<file path="config.mk">
export PLATFORM = sky130hd
export DESIGN_NAME = sfi_drive_flat
export DESIGN_NICKNAME = d
export VERILOG_FILES = /design/src/core/sfi_pkg.sv /design/src/core/sfi_link_if.sv /design/src/core/sfi_drive.sv /design/src/flat_wrapper.sv
export SDC_FILE = /design/constraint.sdc
export NUM_CORES = 1
export LEC_CHECK = 0
export ABC_AREA = 1
export ABC_CLOCK_PERIOD_IN_PS = 2080
export BUFFER_PORTS_ARGS = -buffer_cell sky130_fd_sc_hd__buf_2
export CAP_MARGIN = 5
export CORE_ASPECT_RATIO = 1.1
export CORE_MARGIN = 4
export CORE_UTILIZATION = 56
export DETAILED_ROUTE_END_ITERATION = 8
export PLACE_DENSITY = 0.77
export SYNTH_ARGS = -nofsm -noshare
export SYNTH_HDL_FRONTEND = slang
export SYNTH_SLANG_ARGS = --single-unit
</file>
<file path="constraint.sdc">
create_clock -name mclk -period 2.08 [get_ports mclk]
set_input_delay 0.312 -clock mclk [delete_from_list [all_inputs] [get_ports mclk]]
set_output_delay 0.312 -clock mclk [all_outputs]
set_load 0.02 [all_outputs]
</file>
<file path="src/core/sfi_pkg.sv">
// package for the stepper fault indicator and step input link
// assumes a single 200 MHz clock shared by both ends of the link
package sfi_pkg;
  // clock period in picoseconds
  localparam int unsigned CLK_PERIOD_PS  = 5000;
  // indication period, 3 seconds, in milliseconds
  localparam int unsigned IND_PERIOD_MS  = 3000;
  localparam longint unsigned IND_PERIOD_CYC =
    (64'(IND_PERIOD_MS) * 64'd1000000000) / 64'(CLK_PERIOD_PS);
  // one flash slot (on or off half), 150 ms
  localparam int unsigned FLASH_SLOT_MS  = 150;
  localparam longint unsigned FLASH_SLOT_CYC =
    (64'(FLASH_SLOT_MS) * 64'd1000000000) / 64'(CLK_PERIOD_PS);
  // enable lead before direction, 5 us, rounded up
  localparam int unsigned ENA_LEAD_NS    = 5000;
  localparam int unsigned ENA_LEAD_CYC   = (ENA_LEAD_NS * 1000 + CLK_PERIOD_PS - 1) / CLK_PERIOD_PS;
  // direction setup before step edge, 5 us, rounded up
  localparam int unsigned DIR_SETUP_NS   = 5000;
  localparam int unsigned DIR_SETUP_CYC  = (DIR_SETUP_NS * 1000 + CLK_PERIOD_PS - 1) / CLK_PERIOD_PS;
  // step high and low widths, 2.5 us each, rounded up
  localparam int unsigned STEP_HIGH_NS   = 2500;
  localparam int unsigned STEP_HIGH_CYC  = (STEP_HIGH_NS * 1000 + CLK_PERIOD_PS - 1) / CLK_PERIOD_PS;
  localparam int unsigned STEP_LOW_NS    = 2500;
  localparam int unsigned STEP_LOW_CYC   = (STEP_LOW_NS * 1000 + CLK_PERIOD_PS - 1) / CLK_PERIOD_PS;
  // flash counts per fault
  localparam logic [2:0] FLASH_OVER_CURRENT = 3'h1;
  localparam logic [2:0] FLASH_OVER_VOLTAGE = 3'h2;
  localparam logic [2:0] FLASH_PHASE_ERROR  = 3'h4;
  // latched fault codes
  typedef enum logic [1:0] {
    SFI_FLT_NONE = 2'h0,
    SFI_FLT_OC   = 2'h1,
    SFI_FLT_OV   = 2'h2,
    SFI_FLT_PH   = 2'h3
  } sfi_fault_t;
  // controller sequencer states
  typedef enum logic [1:0] {
    SFI_CS_IDLE = 2'h0,
    SFI_CS_DIR  = 2'h1,
    SFI_CS_HIGH = 2'h2,
    SFI_CS_LOW  = 2'h3
  } sfi_ctl_state_t;
endpackage : sfi_pkg

</file>
<file path="src/core/sfi_link_if.sv">
// interface joining the step controller and the drive
// assumes both ends sit on the same mclk; plain one-way wires only
`timescale 1ns/10ps
interface sfi_link_if;
  logic step_pulse_in;   // step pulse, active high
  logic dir_in;          // direction level
  logic drive_enable_in; // drive enable, high enables
  modport ctl (output step_pulse_in, output dir_in, output drive_enable_in);
  modport drv (input step_pulse_in, input dir_in, input drive_enable_in);
endinterface : sfi_link_if

</file>
<file path="src/core/sfi_drive.sv">
// drive end: samples step inputs, latches faults, flashes the red indicator
// assumes fault inputs are asynchronous levels from analog comparators
`timescale 1ns/10ps
module sfi_drive #(
  parameter longint unsigned PERIOD_CYC = sfi_pkg::IND_PERIOD_CYC, // indication period
  parameter longint unsigned SLOT_CYC   = sfi_pkg::FLASH_SLOT_CYC, // flash half length
  parameter int unsigned     POS_W      = 32                        // position counter width
) (
  input  wire logic            mclk,
  input  wire logic            rst_b,
  sfi_link_if.drv              link,
  input  wire logic            over_current_in,
  input  wire logic            over_voltage_in,
  input  wire logic            phase_error_in,
  output logic                 red_led,
  output logic                 motor_energise,
  output logic                 step_event,
  output logic                 step_dir,
  output logic signed [POS_W-1:0] position,
  output logic [1:0]           fault_code
);
  // two-stage synchronisers, first stage read only by second
  logic [5:0] sync1;
  logic [5:0] sync2;
  logic       step_prev;   // last synchronised step level
  always_ff @(posedge mclk or negedge rst_b) begin
    if (!rst_b) begin
      sync1     <= 6'h00;
      sync2     <= 6'h00;
      step_prev <= 1'b0;
    end else begin
      sync1     <= {phase_error_in, over_voltage_in, over_current_in,
                    link.drive_enable_in, link.dir_in, link.step_pulse_in};
      sync2     <= sync1;
      step_prev <= sync2[0];
    end
  end

  // named views of synchronised inputs
  wire step_s = sync2[0];
  wire dir_s  = sync2[1];
  wire ena_s  = sync2[2];
  wire oc_s   = sync2[3];
  wire ov_s   = sync2[4];
  wire ph_s   = sync2[5];

  // fault latch: no reset except rst_b, which stands for power-on
  sfi_pkg::sfi_fault_t fault;
  // priority pick; the first fault wins and later ones cannot displace it
  wire sfi_pkg::sfi_fault_t next_fault =
    (fault != sfi_pkg::SFI_FLT_NONE) ? fault :
    oc_s ? sfi_pkg::SFI_FLT_OC :
    ov_s ? sfi_pkg::SFI_FLT_OV :
    ph_s ? sfi_pkg::SFI_FLT_PH : sfi_pkg::SFI_FLT_NONE;
  wire faulted = (next_fault != sfi_pkg::SFI_FLT_NONE);

  // flashes wanted for the latched fault
  wire [2:0] flash_n =
    (fault == sfi_pkg::SFI_FLT_OC) ? sfi_pkg::FLASH_OVER_CURRENT :
    (fault == sfi_pkg::SFI_FLT_OV) ? sfi_pkg::FLASH_OVER_VOLTAGE :
    (fault == sfi_pkg::SFI_FLT_PH) ? sfi_pkg::FLASH_PHASE_ERROR : 3'h0;

  // period counter and slot counter; slots alternate on/off from period start
  logic [31:0] per_cnt;
  logic [31:0] slot_cnt;
  logic [3:0]  slot_idx;   // half-flash index within the period
  wire per_end   = (per_cnt == 32'(PERIOD_CYC - 1));
  wire slot_end  = (slot_cnt == 32'(SLOT_CYC - 1));
  // on during even slots while fewer than flash_n flashes shown
  wire led_on    = (fault != sfi_pkg::SFI_FLT_NONE) && !slot_idx[0] &&
                   (slot_idx[3:1] < flash_n);

  // indication timing; counters start fresh when the fault latches
  always_ff @(posedge mclk or negedge rst_b) begin
    if (!rst_b) begin
      per_cnt  <= 32'h0;
      slot_cnt <= 32'h0;
      slot_idx <= 4'h0;
    end else if (fault == sfi_pkg::SFI_FLT_NONE || per_end) begin
      per_cnt  <= 32'h0;   // new period, flashes restart
      slot_cnt <= 32'h0;
      slot_idx <= 4'h0;
    end else begin
      per_cnt  <= per_cnt + 32'h1;
      slot_cnt <= slot_end ? 32'h0 : slot_cnt + 32'h1;
      // saturate so the rest of the period stays dark
      if (slot_end && slot_idx != 4'hf) begin
        slot_idx <= slot_idx + 4'h1;
      end
    end
  end

  // valid step: rising edge while enabled and not faulted
  wire step_ok = step_s && !step_prev && ena_s && !faulted;

  // registered outputs
  always_ff @(posedge mclk or negedge rst_b) begin
    if (!rst_b) begin
      fault          <= sfi_pkg::SFI_FLT_NONE;
      red_led        <= 1'b0;
      motor_energise <= 1'b0;
      step_event     <= 1'b0;
      step_dir       <= 1'b0;
      position       <= '0;
      fault_code     <= 2'h0;
    end else begin
      fault          <= next_fault;
      fault_code     <= next_fault;
      red_led        <= led_on;
      motor_energise <= ena_s && !faulted;
      step_event     <= step_ok;
      // direction was stable 5 us before edge by controller's duty
      if (step_ok) begin
        step_dir <= dir_s;
        position <= dir_s ? position + POS_W'(1) : position - POS_W'(1);
      end
    end
  end
endmodule : sfi_drive

</file>
<file path="src/flat_wrapper.sv">
// flat-port wrapper written by rule: the top's interface ports become plain ports
module sfi_drive_flat 
#(
  parameter longint unsigned PERIOD_CYC = sfi_pkg::IND_PERIOD_CYC,                     
  parameter longint unsigned SLOT_CYC   = sfi_pkg::FLASH_SLOT_CYC,                     
  parameter int unsigned     POS_W      = 32                                                 
)
  (mclk, rst_b, over_current_in, over_voltage_in, phase_error_in, red_led, motor_energise, step_event, step_dir, position, fault_code, link_step_pulse_in, link_dir_in, link_drive_enable_in);
  sfi_link_if link_i ();
  input  wire logic mclk;
  input  wire logic rst_b;
  input  wire logic over_current_in;
  input  wire logic over_voltage_in;
  input  wire logic phase_error_in;
  output logic red_led;
  output logic motor_energise;
  output logic step_event;
  output logic step_dir;
  output logic signed [POS_W-1:0] position;
  output logic [1:0] fault_code;
  input wire logic [$bits(link_i.step_pulse_in)-1:0] link_step_pulse_in;
  input wire logic [$bits(link_i.dir_in)-1:0] link_dir_in;
  input wire logic [$bits(link_i.drive_enable_in)-1:0] link_drive_enable_in;
  assign link_i.step_pulse_in = link_step_pulse_in;
  assign link_i.dir_in = link_dir_in;
  assign link_i.drive_enable_in = link_drive_enable_in;
  sfi_drive #(.PERIOD_CYC(PERIOD_CYC), .SLOT_CYC(SLOT_CYC), .POS_W(POS_W)) u_core (.mclk(mclk), .rst_b(rst_b), .link(link_i), .over_current_in(over_current_in), .over_voltage_in(over_voltage_in), .phase_error_in(phase_error_in), .red_led(red_led), .motor_energise(motor_energise), .step_event(step_event), .step_dir(step_dir), .position(position), .fault_code(fault_code));
endmodule
</file>
* Word level (Yosys, flattened, before mapping)
Cells that the tools add are included.
** Word-level totals
- Register bits :: 119
- Input port bits :: 8
- Output and inout port bits :: 38
- Logic and storage cells :: 52
** Cells by class
- Add/subtract/negate cells :: 5
- $lt $le $gt $ge :: 1
- Equal/unequal tests :: 6
- Mux-type cells :: 13
- Reduce and logical (&&, ||, !) cells :: 15
** Operator list (count)
- two-way mux 32 bit :: 4
- adder 32 x 1 -> 32 bit, second input constant :: 2
- adder 32 x 2 -> 32 bit, second input constant :: 1
- == test 32 x 25 -> 1 bit, second input constant :: 1
- == test 32 x 30 -> 1 bit, second input constant :: 1
- subtractor 32 x 2 -> 32 bit, second input constant :: 1
- two-way mux 3 bit :: 3
- two-way mux 2 bit :: 4
- two-way mux 4 bit :: 2
- logical AND 1 bit :: 7
- nonzero test 2 bit :: 3
- adder 4 x 1 -> 4 bit, second input constant :: 1
- == test 2 bit, second input constant :: 2
- != test 4 bit, second input constant :: 1
- logical NOT 1 bit :: 3
- < comparator 3 bit :: 1
- == test 2 x 1 -> 1 bit, second input constant :: 1
- logical NOT 2 bit :: 1
- logical OR 1 bit :: 1

* Depth between registers and ports, before layout
Gate-level depths: netlist of run 1.
- Depth after elaboration :: 7
- Gate-level depth with buffers :: 13
- Gate-level depth less buffers :: 13

* Worst setup path after synthesis of run 1
Ideal clock, no wire load.
- Path kind :: register to register
- Start :: register u_core.sync2[1]
- End :: register u_core.position[29]
- Setup time :: 0.117 ns
- Arrival time :: 2.185 ns
- Data required time :: 1.963 ns
- Path slack :: -0.222 ns
- Stages on the path, launching flop included :: 12
- Buffers on the path :: 0
- Path through :: dfrtp_1 -> inv_1 -> ha_1 -> or2_2 -> nand3_1 -> nand2_1 -> nand2_1 -> nand2_1 -> nand2_1 -> nand3_1 -> nand3_1 -> nand2_1
** Between the ends
- Longest elaborated chain between the ends :: 1
** Ends and longest elaborated chain
- from (decl) :: line sfi_drive.sv:24 : logic [5:0] sync2;
- from (signal assigned) :: line sfi_drive.sv:34 : sync2 <= sync1;
- two-way mux 32 bit :: line sfi_drive.sv:115 : position <= dir_s ? position + POS_W'(1) : position - POS_W'(1);
- to (signal assigned) :: line sfi_drive.sv:115
- to (decl) :: line sfi_drive.sv:19 : output logic signed [POS_W-1:0] position,
No other way between the ends.
A chain may end at the register's enable or synchronous reset.

* Final worst setup path of run 1
Ends and elaborated chain as after synthesis.

==> run_results.csv, run 1 <==
group,metric,value,unit
global_routing,antenna_found_initial,0,
pwr,power_switching,0.00468,W
global_routing,grt_pass1_vias,7376,
hold_path,min_path_type,"in -> reg",
pwr,p_per_area,1100,nW/um^2
timing,slew_headroom,64.9,%
hold_path,min-delay-start,"link_dir_in",
logic_synthesis,syn_avg_cell_area,6.85,um^2
logic_synthesis,synth_top_area_cell,"dfrtp_1",
timing,hold_viol_final,0,
global_routing,gr-total-overflow,0,
floorplan,die_area,16300,um^2
job,drv_cap,0,
timing,finalCritPeriodShare,109,%
clocking,clock_sinks,119,
outcome,failed_checks,"negative setup slack",
timing,tightestPinTransition,0.523,ns
clocking,clk_pin_slew,0.06,ns
routing,drtPass1Iterations,7,
timing,finClkSkew,0.00684,ns
place,io_buffers,45,
cells_and_area,layout-drive-gt1-share,26.0,%
place,hpwl,14.5,mm
timing,period_minus_slack,2.27,ns
clocking,clk_latency,0.44,ns
timing,rsz0062_at_grt,"yes",
logic_synthesis,synthesis.nets,1214,
critical_path,worstSetupPathType,"reg -> reg",
critical_path,arrival,2.59,ns
cells_and_area,fillers,951,
critical_path,crit_end,"u_core.position[29]",
outcome,status,"finished with violations",
global_routing,track_usage,25.6,%
routing,wl_per_cell,16.3,um
timing,clock.fmax,0.441,GHz
critical_path,critPathLaunch,"u_core.sync2[1]",
critical_path,worst-path-buf-inv,3,
critical_path,r2r-start,"u_core.sync2[1]",
critical_path,worstRegToRegCells,11,
critical_path,required,2.40,ns
critical_path,cp_top_family,"simple AND/OR/NAND/NOR gates",
logic_synthesis,yosys.area.top_type_share,37.1,%
cells_and_area,n_antenna_cell,0,
cells_and_area,layoutNonFillerInstCount,1479,
critical_path,cp_num_cells,11,
pwr,leakagePower,5.22,nW
cells_and_area,finalNetCount,1322,
pwr,sw_frac_of_total,40.4,%
clocking,clockBufferDepth,2,
critical_path,slowest_stage,"dfrtp_1",
logic_synthesis,ys_ff_latch,119,
critical_path,crit_chain,"clkinvlp_4 -> clkbuf_16 -> ha_4 -> nand2_2 -> inv_1 -> a21oi_1 -> nand2_1 -> a21oi_2 -> nand3_1 -> nand3_1 -> nand2_1",
pwr,p_int,0.00690,W
pwr,total_power,0.0116,W
timing,final-max-slew-violation-count,0,
clocking,clock-root-buffer,"clkbuf_16",
floorplan,start_util,57.6,%
floorplan,fp-row-count,45,
routing,via_per_inst,5.56,
global_routing,grt_pass1_wl,33.6,mm
floorplan,die_x,122,um
global_routing,grt_max_degree,49,
routing,num_vias,8221,
logic_synthesis,synthesis.area,8020,um^2
critical_path,worst_r2r_endpoint,"u_core.position[29]",
critical_path,crit_fanout,8,
floorplan,core,13900,um^2
pwr,p_seq_share,27.3,%
clocking,htreeDepth,4,
critical_path,r2r_setup_slack,-0.19,ns
timing,setup_viol,20,
routing,ant_nets,0,
logic_synthesis,synth.distinct_cells,36,
logic_synthesis,ys_seq_area_share,37.1,%
critical_path,crit_path_start_kind,"flip-flop",
place,place_congestion,0.920,
routing,drc,0,
place,dp_cells,1429,
timing,setup_slack,-0.190,ns
logic_synthesis,synth_area_leaders,"dfrtp_1, nand2_1, inv_1, nor2_1, ha_1",
pwr,power_frac_clock,28.3,%
pwr,peakVddDrop,0.595,mV
clocking,numCtsBuffers,17,
logic_synthesis,synth_warnings,0,
floorplan,io_pins,46,
clocking,cts_tree,"yes",
routing,drtIter0Drc,720,
critical_path,max_stage_delay,0.39,ns
floorplan,die_h,133,um
cells_and_area,area_growth_syn_to_layout,31.8,%
logic_synthesis,netlist_instances,1170,
routing,drt_wl_total,24.0,mm
critical_path,end_kind,"flip-flop",
pwr,power.share.combinational,44.4,%
## state kept, by name (all words and copies together), names as in the netlist
| signal | flops |
|---|---|
| u_core.fault_code | 2 |
| u_core.motor_energise | 1 |
| u_core.per_cnt | 32 |
| u_core.position | 32 |
| u_core.red_led | 1 |
| u_core.slot_cnt | 32 |
| u_core.slot_idx | 4 |
| u_core.step_dir | 1 |
| u_core.step_event | 1 |
| u_core.step_prev | 1 |
| u_core.sync1 | 6 |
| u_core.sync2 | 6 |
## worst register-to-register path: stages (launching register included)
cell	delay [ns]
dfrtp_1	0.39
clkinvlp_4	0.22
clkbuf_16	0.26
ha_4	0.26
nand2_2	0.15
inv_1	0.07
a21oi_1	0.19
nand2_1	0.15
a21oi_2	0.18
nand3_1	0.12
nand3_1	0.11
nand2_1	0.07
## cells in the final DEF, fill, tap and decap left out, drive strengths merged, types with 19 or more instances in the layout
cell,netlist,final
nand2,384,384
inv,176,176
nor2,153,153
dfrtp,119,119
buf,13,94
nand3,73,73
nor3,57,57
xor2,35,35
ha,35,35
a21oi,28,28
o21ai,23,23
nand4,21,21
clkbuf,0,19
## per-layer routing
metal  track usage, %  wire [um]
met4             9.58       1190
met5                0          0
met3             5.27       1370
met1             31.8       9560
met2             43.9      11900
## power groups by stage
stage / combinational [W] / clock, W / sequential (W)
global route: 0.00555 / 0.00341 / 0.00321
floorplan: 0.00231 / 0 / 0.00329
detailed placement: 0.00366 / 0 / 0.00309
finish: 0.00514 / 0.00328 / 0.00317
CTS: 0.00381 / 0.00330 / 0.00308
global placement: 0.00358 / 0 / 0.00308
## cells in the mapped netlist (all sizes together)
library cell and count:
nand3 73, a21o 1, and3 1, o311ai 1, a21oi 28, nand2 384
o21ai 23, o21bai 3, a211oi 1, nor4 3, nor3 57, nor3b 9
nand3b 6, xnor2 18, and2 4, dfrtp 119, nand4 21, xor2 35
a31oi 1, nor2 153, or2 4, inv 176, fa 1, buf 13
ha 35
## what timing repair did
action / in CTS / in global routing
gates resized for setup: 20 / 211
endpoints found under the setup margin: 15 / 83
gates cloned: 0 / 4
endpoints found under the hold margin: 35 / 0
hold buffers: 6 / 0
pin swaps: 0 / 48
buffers inserted: 0 / 8
## area by class of cell
cell class | instances | area, um^2 | share of cell area, %
inverter | 176 | 672 | 6.36
tap | 188 | 235 | 2.23
multi-input combinational | 862 | 5260 | 49.8
clock buffer | 17 | 425 | 4.03
timing repair buffer | 102 | 771 | 7.29
clock inverter | 15 | 228 | 2.15
sequential | 119 | 2980 | 28.2
## through the flow
stage	setup TNS (ns)	setup slack, ns	util, %	hold WS [ns]	instance area, um^2
floorplan	-2.00	-0.170	-	0.0164	8030
global placement	0	0.00159	62.9	0.305	8740
detailed placement	-0.185	-0.0546	62.9	0.306	8740
CTS	-0.263	-0.0425	68.9	0.00857	9580
global route	-4.65	-0.290	76.0	0.00400	10600
finish	-1.75	-0.190	76.0	0.0172	10600
## kinds of logic after synthesis
| family | after synthesis | synth area share (%) |
|---|---|---|
| buffers and inverters | 189 | 9.44 |
| AOI/OAI and AO/OA | 58 | 4.07 |
| DFF | 119 | 37.1 |
| and+or+nand+nor | 715 | 37.8 |
| xor gates and xnor gates | 53 | 5.79 |
| adders and majority gates | 36 | 5.71 |
## worst min-delay path by stage
stage | to | depth (start not counted)
2_1_floorplan | u_core.fault_code[0] | 0
3_3_place_gp | u_core.position[7] | 1
3_5_place_dp | u_core.position[7] | 1
4_1_cts | u_core.sync1[1] | 1
5_1_grt | u_core.sync1[1] | 1
6_report | u_core.sync1[1] | 1
Note: power is estimated with default switching activity, not from simulation.
==> inputs of run 2 (changes only) <==
--- a/config.mk
+++ b/config.mk
@@ -11,9 +11,11 @@
 export CAP_MARGIN = 5
 export CORE_ASPECT_RATIO = 1.1
 export CORE_MARGIN = 4
-export CORE_UTILIZATION = 56
+export CORE_UTILIZATION = 30
 export DETAILED_ROUTE_END_ITERATION = 8
-export PLACE_DENSITY = 0.77
+export GPL_ROUTABILITY_DRIVEN = 1
+export HOLD_SLACK_MARGIN = 0.12
+export PLACE_DENSITY = 0.47
 export SYNTH_ARGS = -nofsm -noshare
 export SYNTH_HDL_FRONTEND = slang
 export SYNTH_SLANG_ARGS = --single-unit
==> run 2 against run 1 <==
  * The run still ends with negative setup slack left
  * Non-clock buffer count increased by 21
  * Critical path depth up 1
  * Setup slack better by 0.14 ns
  * First-iteration DRC count fell by 37%
  * Maximum frequency grew 6.7%
  * Total power is 12% lower
  * Core utilization decreased by 38 points
  * Worst hold slack gained 0.33 ns
  * Clock power shrank 12%
  * Clock-buffer cell count did not move
  * Critical path type unchanged
  * Largest power group unchanged
==> run_results.csv, run 2 (same netlist as run 1, synthesis figures left out) <==
group,metric,value,unit
outcome,status,"finished with violations",
outcome,failed_checks,"negative setup slack",
clocking,clockBufferDepth,2,
cells_and_area,n_antenna_cell,0,
floorplan,die_h,179,um
cells_and_area,finalNetCount,1343,
critical_path,worst_r2r_endpoint,"u_core.position[25]",
critical_path,required,2.39,ns
cells_and_area,layout_commonest_cell,"nand2_1",
pwr,total_power,0.0101,W
pwr,p_per_area,1010,nW/um^2
clocking,clock-root-buffer,"clkbuf_16",
critical_path,worstRegToRegCells,12,
global_routing,grt_max_degree,49,
timing,period_minus_slack,2.13,ns
routing,ant_nets,0,
routing,drtPass1Iterations,5,
critical_path,end_kind,"flip-flop",
timing,finalCritPeriodShare,102,%
place,place_congestion,0.857,
critical_path,crit_end,"u_core.position[25]",
floorplan,fp-row-count,62,
critical_path,crit_path_start_kind,"flip-flop",
clocking,numCtsBuffers,17,
routing,drc,0,
hold_path,min_path_type,"in -> async",
routing,wl_per_cell,13.3,um
timing,rsz0062_at_grt,"yes",
timing,tightestPinTransition,0.445,ns
timing,finClkSkew,0.0141,ns
cells_and_area,layout-drive-gt1-share,15.5,%
timing,hold_viol_final,0,
floorplan,die_x,164,um
global_routing,grt_pass1_vias,7492,
global_routing,track_usage,15.6,%
floorplan,io_pins,46,
clocking,clock_sinks,119,
clocking,clk_latency,0.42,ns
critical_path,r2r_setup_slack,-0.05,ns
timing,setup_viol,5,
cells_and_area,reg_top3,"u_core.per_cnt: 32 flops, u_core.position: 32 flops, u_core.slot_cnt: 32 flops",
cells_and_area,area_growth_syn_to_layout,24.9,%
place,pre_cts_ws,-0.106,ns
job,drv_cap,0,
routing,via_per_inst,4.48,
clocking,cts_setup_buffers,0,
critical_path,arrival,2.43,ns
pwr,peakVddDrop,0.477,mV
place,hpwl,17.3,mm
timing,setup_slack,-0.0471,ns
floorplan,core,26200,um^2
timing,slew_headroom,70.1,%
global_routing,grt_pass1_wl,37.5,mm
cells_and_area,final_util,38.2,%
cells_and_area,mostFrequentLayoutCells,"nand2_1, inv_1, nor2_1",
timing,clock.fmax,0.470,GHz
critical_path,crit_fanout,28,
routing,drtIter0Drc,453,
critical_path,r2r-start,"u_core.sync2[1]",
timing,final-max-slew-violation-count,0,
clocking,clk_pin_slew,0.07,ns
global_routing,gr-total-overflow,0,
routing,num_vias,7459,
critical_path,critPathLaunch,"u_core.sync2[1]",
clocking,cts_tree,"yes",
global_routing,antenna_found_initial,0,
floorplan,die_area,29400,um^2
floorplan,start_util,30.6,%
pwr,leakagePower,5.16,nW
place,io_buffers,45,
clocking,htreeDepth,4,
critical_path,worstSetupPathType,"reg -> reg",
routing,drt_wl_total,22.1,mm
run 2: worst min path at each step:
| stage | startpoint | to | slack [ns] |
|---|---|---|---|
| floorplan | rst_b | u_core.fault_code[0] | 0.02 |
| global placement | rst_b | u_core.position[6] | 0.24 |
| detailed placement | rst_b | u_core.position[6] | 0.24 |
| CTS | u_core.sync1[2] | u_core.sync2[2] | 0.35 |
| global route | u_core.sync1[0] | u_core.sync2[0] | 0.36 |
| finish | rst_b | u_core.position[6] | 0.35 |
run 2: per-stage QoR:
step,area [um^2],hold slack [ns],cells,setup TNS (ns)
2_1_floorplan,8030,0.0164,1170,-2.00
3_3_place_gp,9200,0.243,1625,-0.750
3_5_place_dp,9200,0.243,1625,-0.800
4_1_cts,9890,0.355,1664,-0.228
5_1_grt,10000,0.361,1664,-3.22
6_report,10000,0.350,1664,-0.115
run 2: worst max-delay path: stages (launching register included):
cell        delay [ns]
dfrtp_1           0.38
clkinvlp_4        0.11
buf_12            0.18
ha_1              0.38
nand2_1           0.14
nor2_1            0.23
nand2_1           0.11
nor2_1            0.11
nand2_1           0.08
nand3_1           0.08
nand2_1           0.06
nand3_1           0.08
nand2_1           0.05
run 2: what timing repair did:
item,4_1_cts,5_1_grt
endpoints found under the hold margin,41,0
setup endpoints to repair,17,37
pin swaps,0,2
hold buffers,7,0
gates resized for setup,14,23
run 2: cell type report:
cell class                 instances  area [um^2]
clock buffer                      17          425
clock inverter                    15          143
fill                            2879        16200
inverter                         176          664
multi-input combinational        862         4470
sequential                       119         2980
tap                              352          440
timing repair buffer             123          897
run 2: power breakdown:
part | total, W | internal [W] | leakage [nW] | switching (W)
registers | 0.00308 | 0.00270 | 1.58 | 0.000385
clock network | 0.00290 | 0.00167 | 0.269 | 0.00123
logic | 0.00417 | 0.00175 | 3.32 | 0.00242
run 2: layer usage:
layer | part of all wire, % | global-route usage, % | up-vias | wire length, um
met4 | 1.7 | 4.23 | 0 | 374
li1 | - | - | 3928 | -
met2 | 49 | 27.0 | 109 | 10800
met3 | 3.2 | 2.40 | 25 | 712
met1 | 46 | 20.2 | 3397 | 10300
met5 | 0 | 0 | - | 0
==> inputs of run 3 (changes only) <==
--- a/config.mk
+++ b/config.mk
@@ -5,7 +5,6 @@
 export SDC_FILE = /design/constraint.sdc
 export NUM_CORES = 1
 export LEC_CHECK = 0
-export ABC_AREA = 1
 export ABC_CLOCK_PERIOD_IN_PS = 2080
 export BUFFER_PORTS_ARGS = -buffer_cell sky130_fd_sc_hd__buf_2
 export CAP_MARGIN = 5
==> run 3 against run 2 <==
  * The run still ends with negative setup slack left
  * Non-clock buffer count rose by 119
  * Combinational power down 72%
  * First-iteration DRC count is 47% lower
  * Total power shrank 33%
  * Die area shrank 18%
  * Setup slack got worse by 0.57 ns
  * Critical path depth is 1 lower
  * Sequential cell count unchanged
  * Maximum frequency down 21%
  * Sequential power is 15% lower
  * Synthesized area is 19% lower
  * Clock power grew 4%
==> run_results.csv, run 3 <==
group,metric,value,unit
critical_path,worstRegToRegCells,11,
critical_path,required,2.37,ns
floorplan,die_h,163,um
cells_and_area,area_growth_syn_to_layout,56.2,%
cells_and_area,reg_top3,"u_core.per_cnt: 32 flops, u_core.position: 32 flops, u_core.slot_cnt: 32 flops",
timing,rsz0062_at_grt,"yes",
pwr,total_power,0.00682,W
routing,wl_per_cell,14.1,um
routing,drt_wl_total,17.4,mm
floorplan,die_area,24200,um^2
floorplan,start_util,30.5,%
critical_path,end_kind,"flip-flop",
cells_and_area,fillers,1979,
cells_and_area,n_antenna_cell,0,
critical_path,r2r-start,"u_core.sync2[1]",
clocking,clockBufferDepth,2,
clocking,clk_latency,0.41,ns
clocking,numCtsBuffers,17,
routing,num_vias,5732,
logic_synthesis,synth_ff_type,"dfrtp_1",
critical_path,r2r_setup_slack,-0.62,ns
global_routing,grt_max_degree,38,
logic_synthesis,ys_seq_area_share,45.6,%
pwr,p_per_area,669,nW/um^2
routing,drtIter0Drc,238,
logic_synthesis,synthesis.nets,733,
outcome,failed_checks,"negative setup slack",
routing,drtPass1Iterations,4,
critical_path,worst_r2r_endpoint,"u_core.position[28]",
routing,wl_met2,9.12,mm
logic_synthesis,synthesis.area,6520,um^2
cells_and_area,layoutNonFillerInstCount,1235,
routing,met3WireLength,326,um
critical_path,crit_end,"u_core.position[28]",
logic_synthesis,synth_area_leaders,"dfrtp_1, xor2_1, ha_1, nor2_1, nand2_1",
timing,setup_viol,57,
place,hpwl,11.8,mm
critical_path,crit_fanout,3,
place,io_buffers,45,
global_routing,antenna_found_initial,0,
floorplan,io_pins,46,
logic_synthesis,ys_ff_latch,119,
critical_path,worstSetupPathType,"reg -> reg",
timing,clock.fmax,0.370,GHz
timing,tightestPinTransition,0.528,ns
floorplan,fp-row-count,56,
cells_and_area,mostFrequentLayoutCells,"buf_4, dfrtp_1, nand2_1",
cells_and_area,layout-drive-gt1-share,43.0,%
logic_synthesis,async_reset_ff_share,100,%
critical_path,arrival,2.99,ns
outcome,status,"finished with violations",
timing,finalCritPeriodShare,130,%
logic_synthesis,synth_edf_count,0,
cells_and_area,layout_commonest_cell,"buf_4",
critical_path,critPathLaunch,"u_core.sync2[1]",
cells_and_area,finalNetCount,977,
logic_synthesis,syn_avg_cell_area,9.47,um^2
logic_synthesis,synth_warnings,0,
clocking,clock-root-buffer,"clkbuf_16",
critical_path,crit_path_start_kind,"flip-flop",
timing,final-max-slew-violation-count,0,
routing,top_layer_used,"met4",
cells_and_area,seq_area,2980,um^2
hold_path,min_path_type,"reg -> reg",
clocking,htreeDepth,4,
place,dp_cells,1170,
logic_synthesis,synth.distinct_cells,58,
global_routing,track_usage,14.0,%
clocking,clock_sinks,119,
pwr,peakVddDrop,0.556,mV
floorplan,die_x,149,um
timing,hold_viol_final,0,
routing,via_per_inst,4.64,
timing,finClkSkew,0.0102,ns
logic_synthesis,netlist_instances,689,
floorplan,core,21400,um^2
logic_synthesis,synth_most_common_cell,"dfrtp_1",
timing,setup_slack,-0.619,ns
global_routing,grt_pass1_vias,5806,
timing,slew_headroom,63.9,%
pwr,leakagePower,4.68,nW
routing,drt-met1-wl,7.73,mm
routing,drc,0,
logic_synthesis,yosys.area.top_type_share,45.6,%
cells_and_area,multi_input_area,4210,um^2
timing,whs,0.356,ns
clocking,cts_tree,"yes",
global_routing,gr-total-overflow,0,
routing,ant_nets,0,
logic_synthesis,synthTopCellsByCount,"dfrtp_1, nor2_1, nand2_1",
job,drv_cap,0,
timing,period_minus_slack,2.70,ns
logic_synthesis,synth_top_area_cell,"dfrtp_1",
place,place_congestion,0.803,
global_routing,grt_pass1_wl,27.6,mm
clocking,clk_pin_slew,0.06,ns
run 3: repair_timing:
item,in CTS,in global routing
hold buffers,7,0
hold endpoints to repair,35,0
setup buffers,6,14
setup endpoints to repair,82,91
pin swaps,20,61
cloned,1,6
resized for setup,41,162
run 3: stage by stage:
step	setup slack [ns]	instance area (um^2)	utilization, %	TNS [ns]
2_1_floorplan	-0.835	6570	-	-13.28
3_3_place_gp	-0.635	8360	39.1	-13.75
3_5_place_dp	-0.681	8360	39.1	-15.47
4_1_cts	-0.635	9310	43.5	-10.13
5_1_grt	-0.746	10200	47.7	-18.39
6_report	-0.619	10200	47.7	-9.81
run 3: cell type report:
type,count,share of cell area [%]
inverter,18,0.700
multi-input combinational,535,41.3
sequential,119,29.2
timing repair buffer,242,19.2
tap,290,3.56
clock buffer,19,4.44
clock inverter,12,1.50
run 3: where the power goes:
| group | internal, W | switching [W] |
|---|---|---|
| clock | 0.00194 | 0.00109 |
| sequential | 0.00248 | 0.000136 |
| combinational | 0.000589 | 0.000584 |
| total | 0.00501 | 0.00181 |
run 3: worst min-delay path by stage:
stage                    startpoint                    to  slack, ns  cells after the start
global placement              rst_b   u_core.position[24]       0.31                      1
finish              u_core.sync1[2]       u_core.sync2[2]       0.36                      0
detailed placement            rst_b   u_core.position[22]       0.32                      1
global route        u_core.sync1[2]       u_core.sync2[2]       0.37                      0
CTS                 u_core.sync1[2]       u_core.sync2[2]       0.36                      0
floorplan                     rst_b  u_core.fault_code[0]       0.02                      0
run 3: logic make-up (layout without fill, tap and decap cells):
group | after synthesis | count (layout) | synth area share (%)
compound gates | 126 | 126 | 12.7
xor+xnor | 87 | 87 | 11.7
fa+ha+maj | 36 | 36 | 7.02
buf+inv | 35 | 291 | 2.24
flops | 119 | 119 | 45.6
mux | 3 | 3 | 0.460
simple gates | 283 | 283 | 20.3
run 3: routing by layer:
layer | vias to the layer above | GRT usage (%)
met5 | - | 0
met4 | 0 | 4.83
met3 | 18 | 2.48
met2 | 61 | 24.2
met1 | 2762 | 17.6
li1 | 2891 | -
run 3: worst max-delay path, cell delays in order, from the launching register on:
cell	delay [ns]
dfrtp_2	0.43
buf_4	0.14
fa_2	0.34
and2b_1	0.23
o2111ai_2	0.13
a21oi_2	0.27
o31ai_4	0.11
o41ai_4	0.35
a211oi_4	0.15
a211oi_2	0.22
xnor2_1	0.14
o21ai_1	0.07
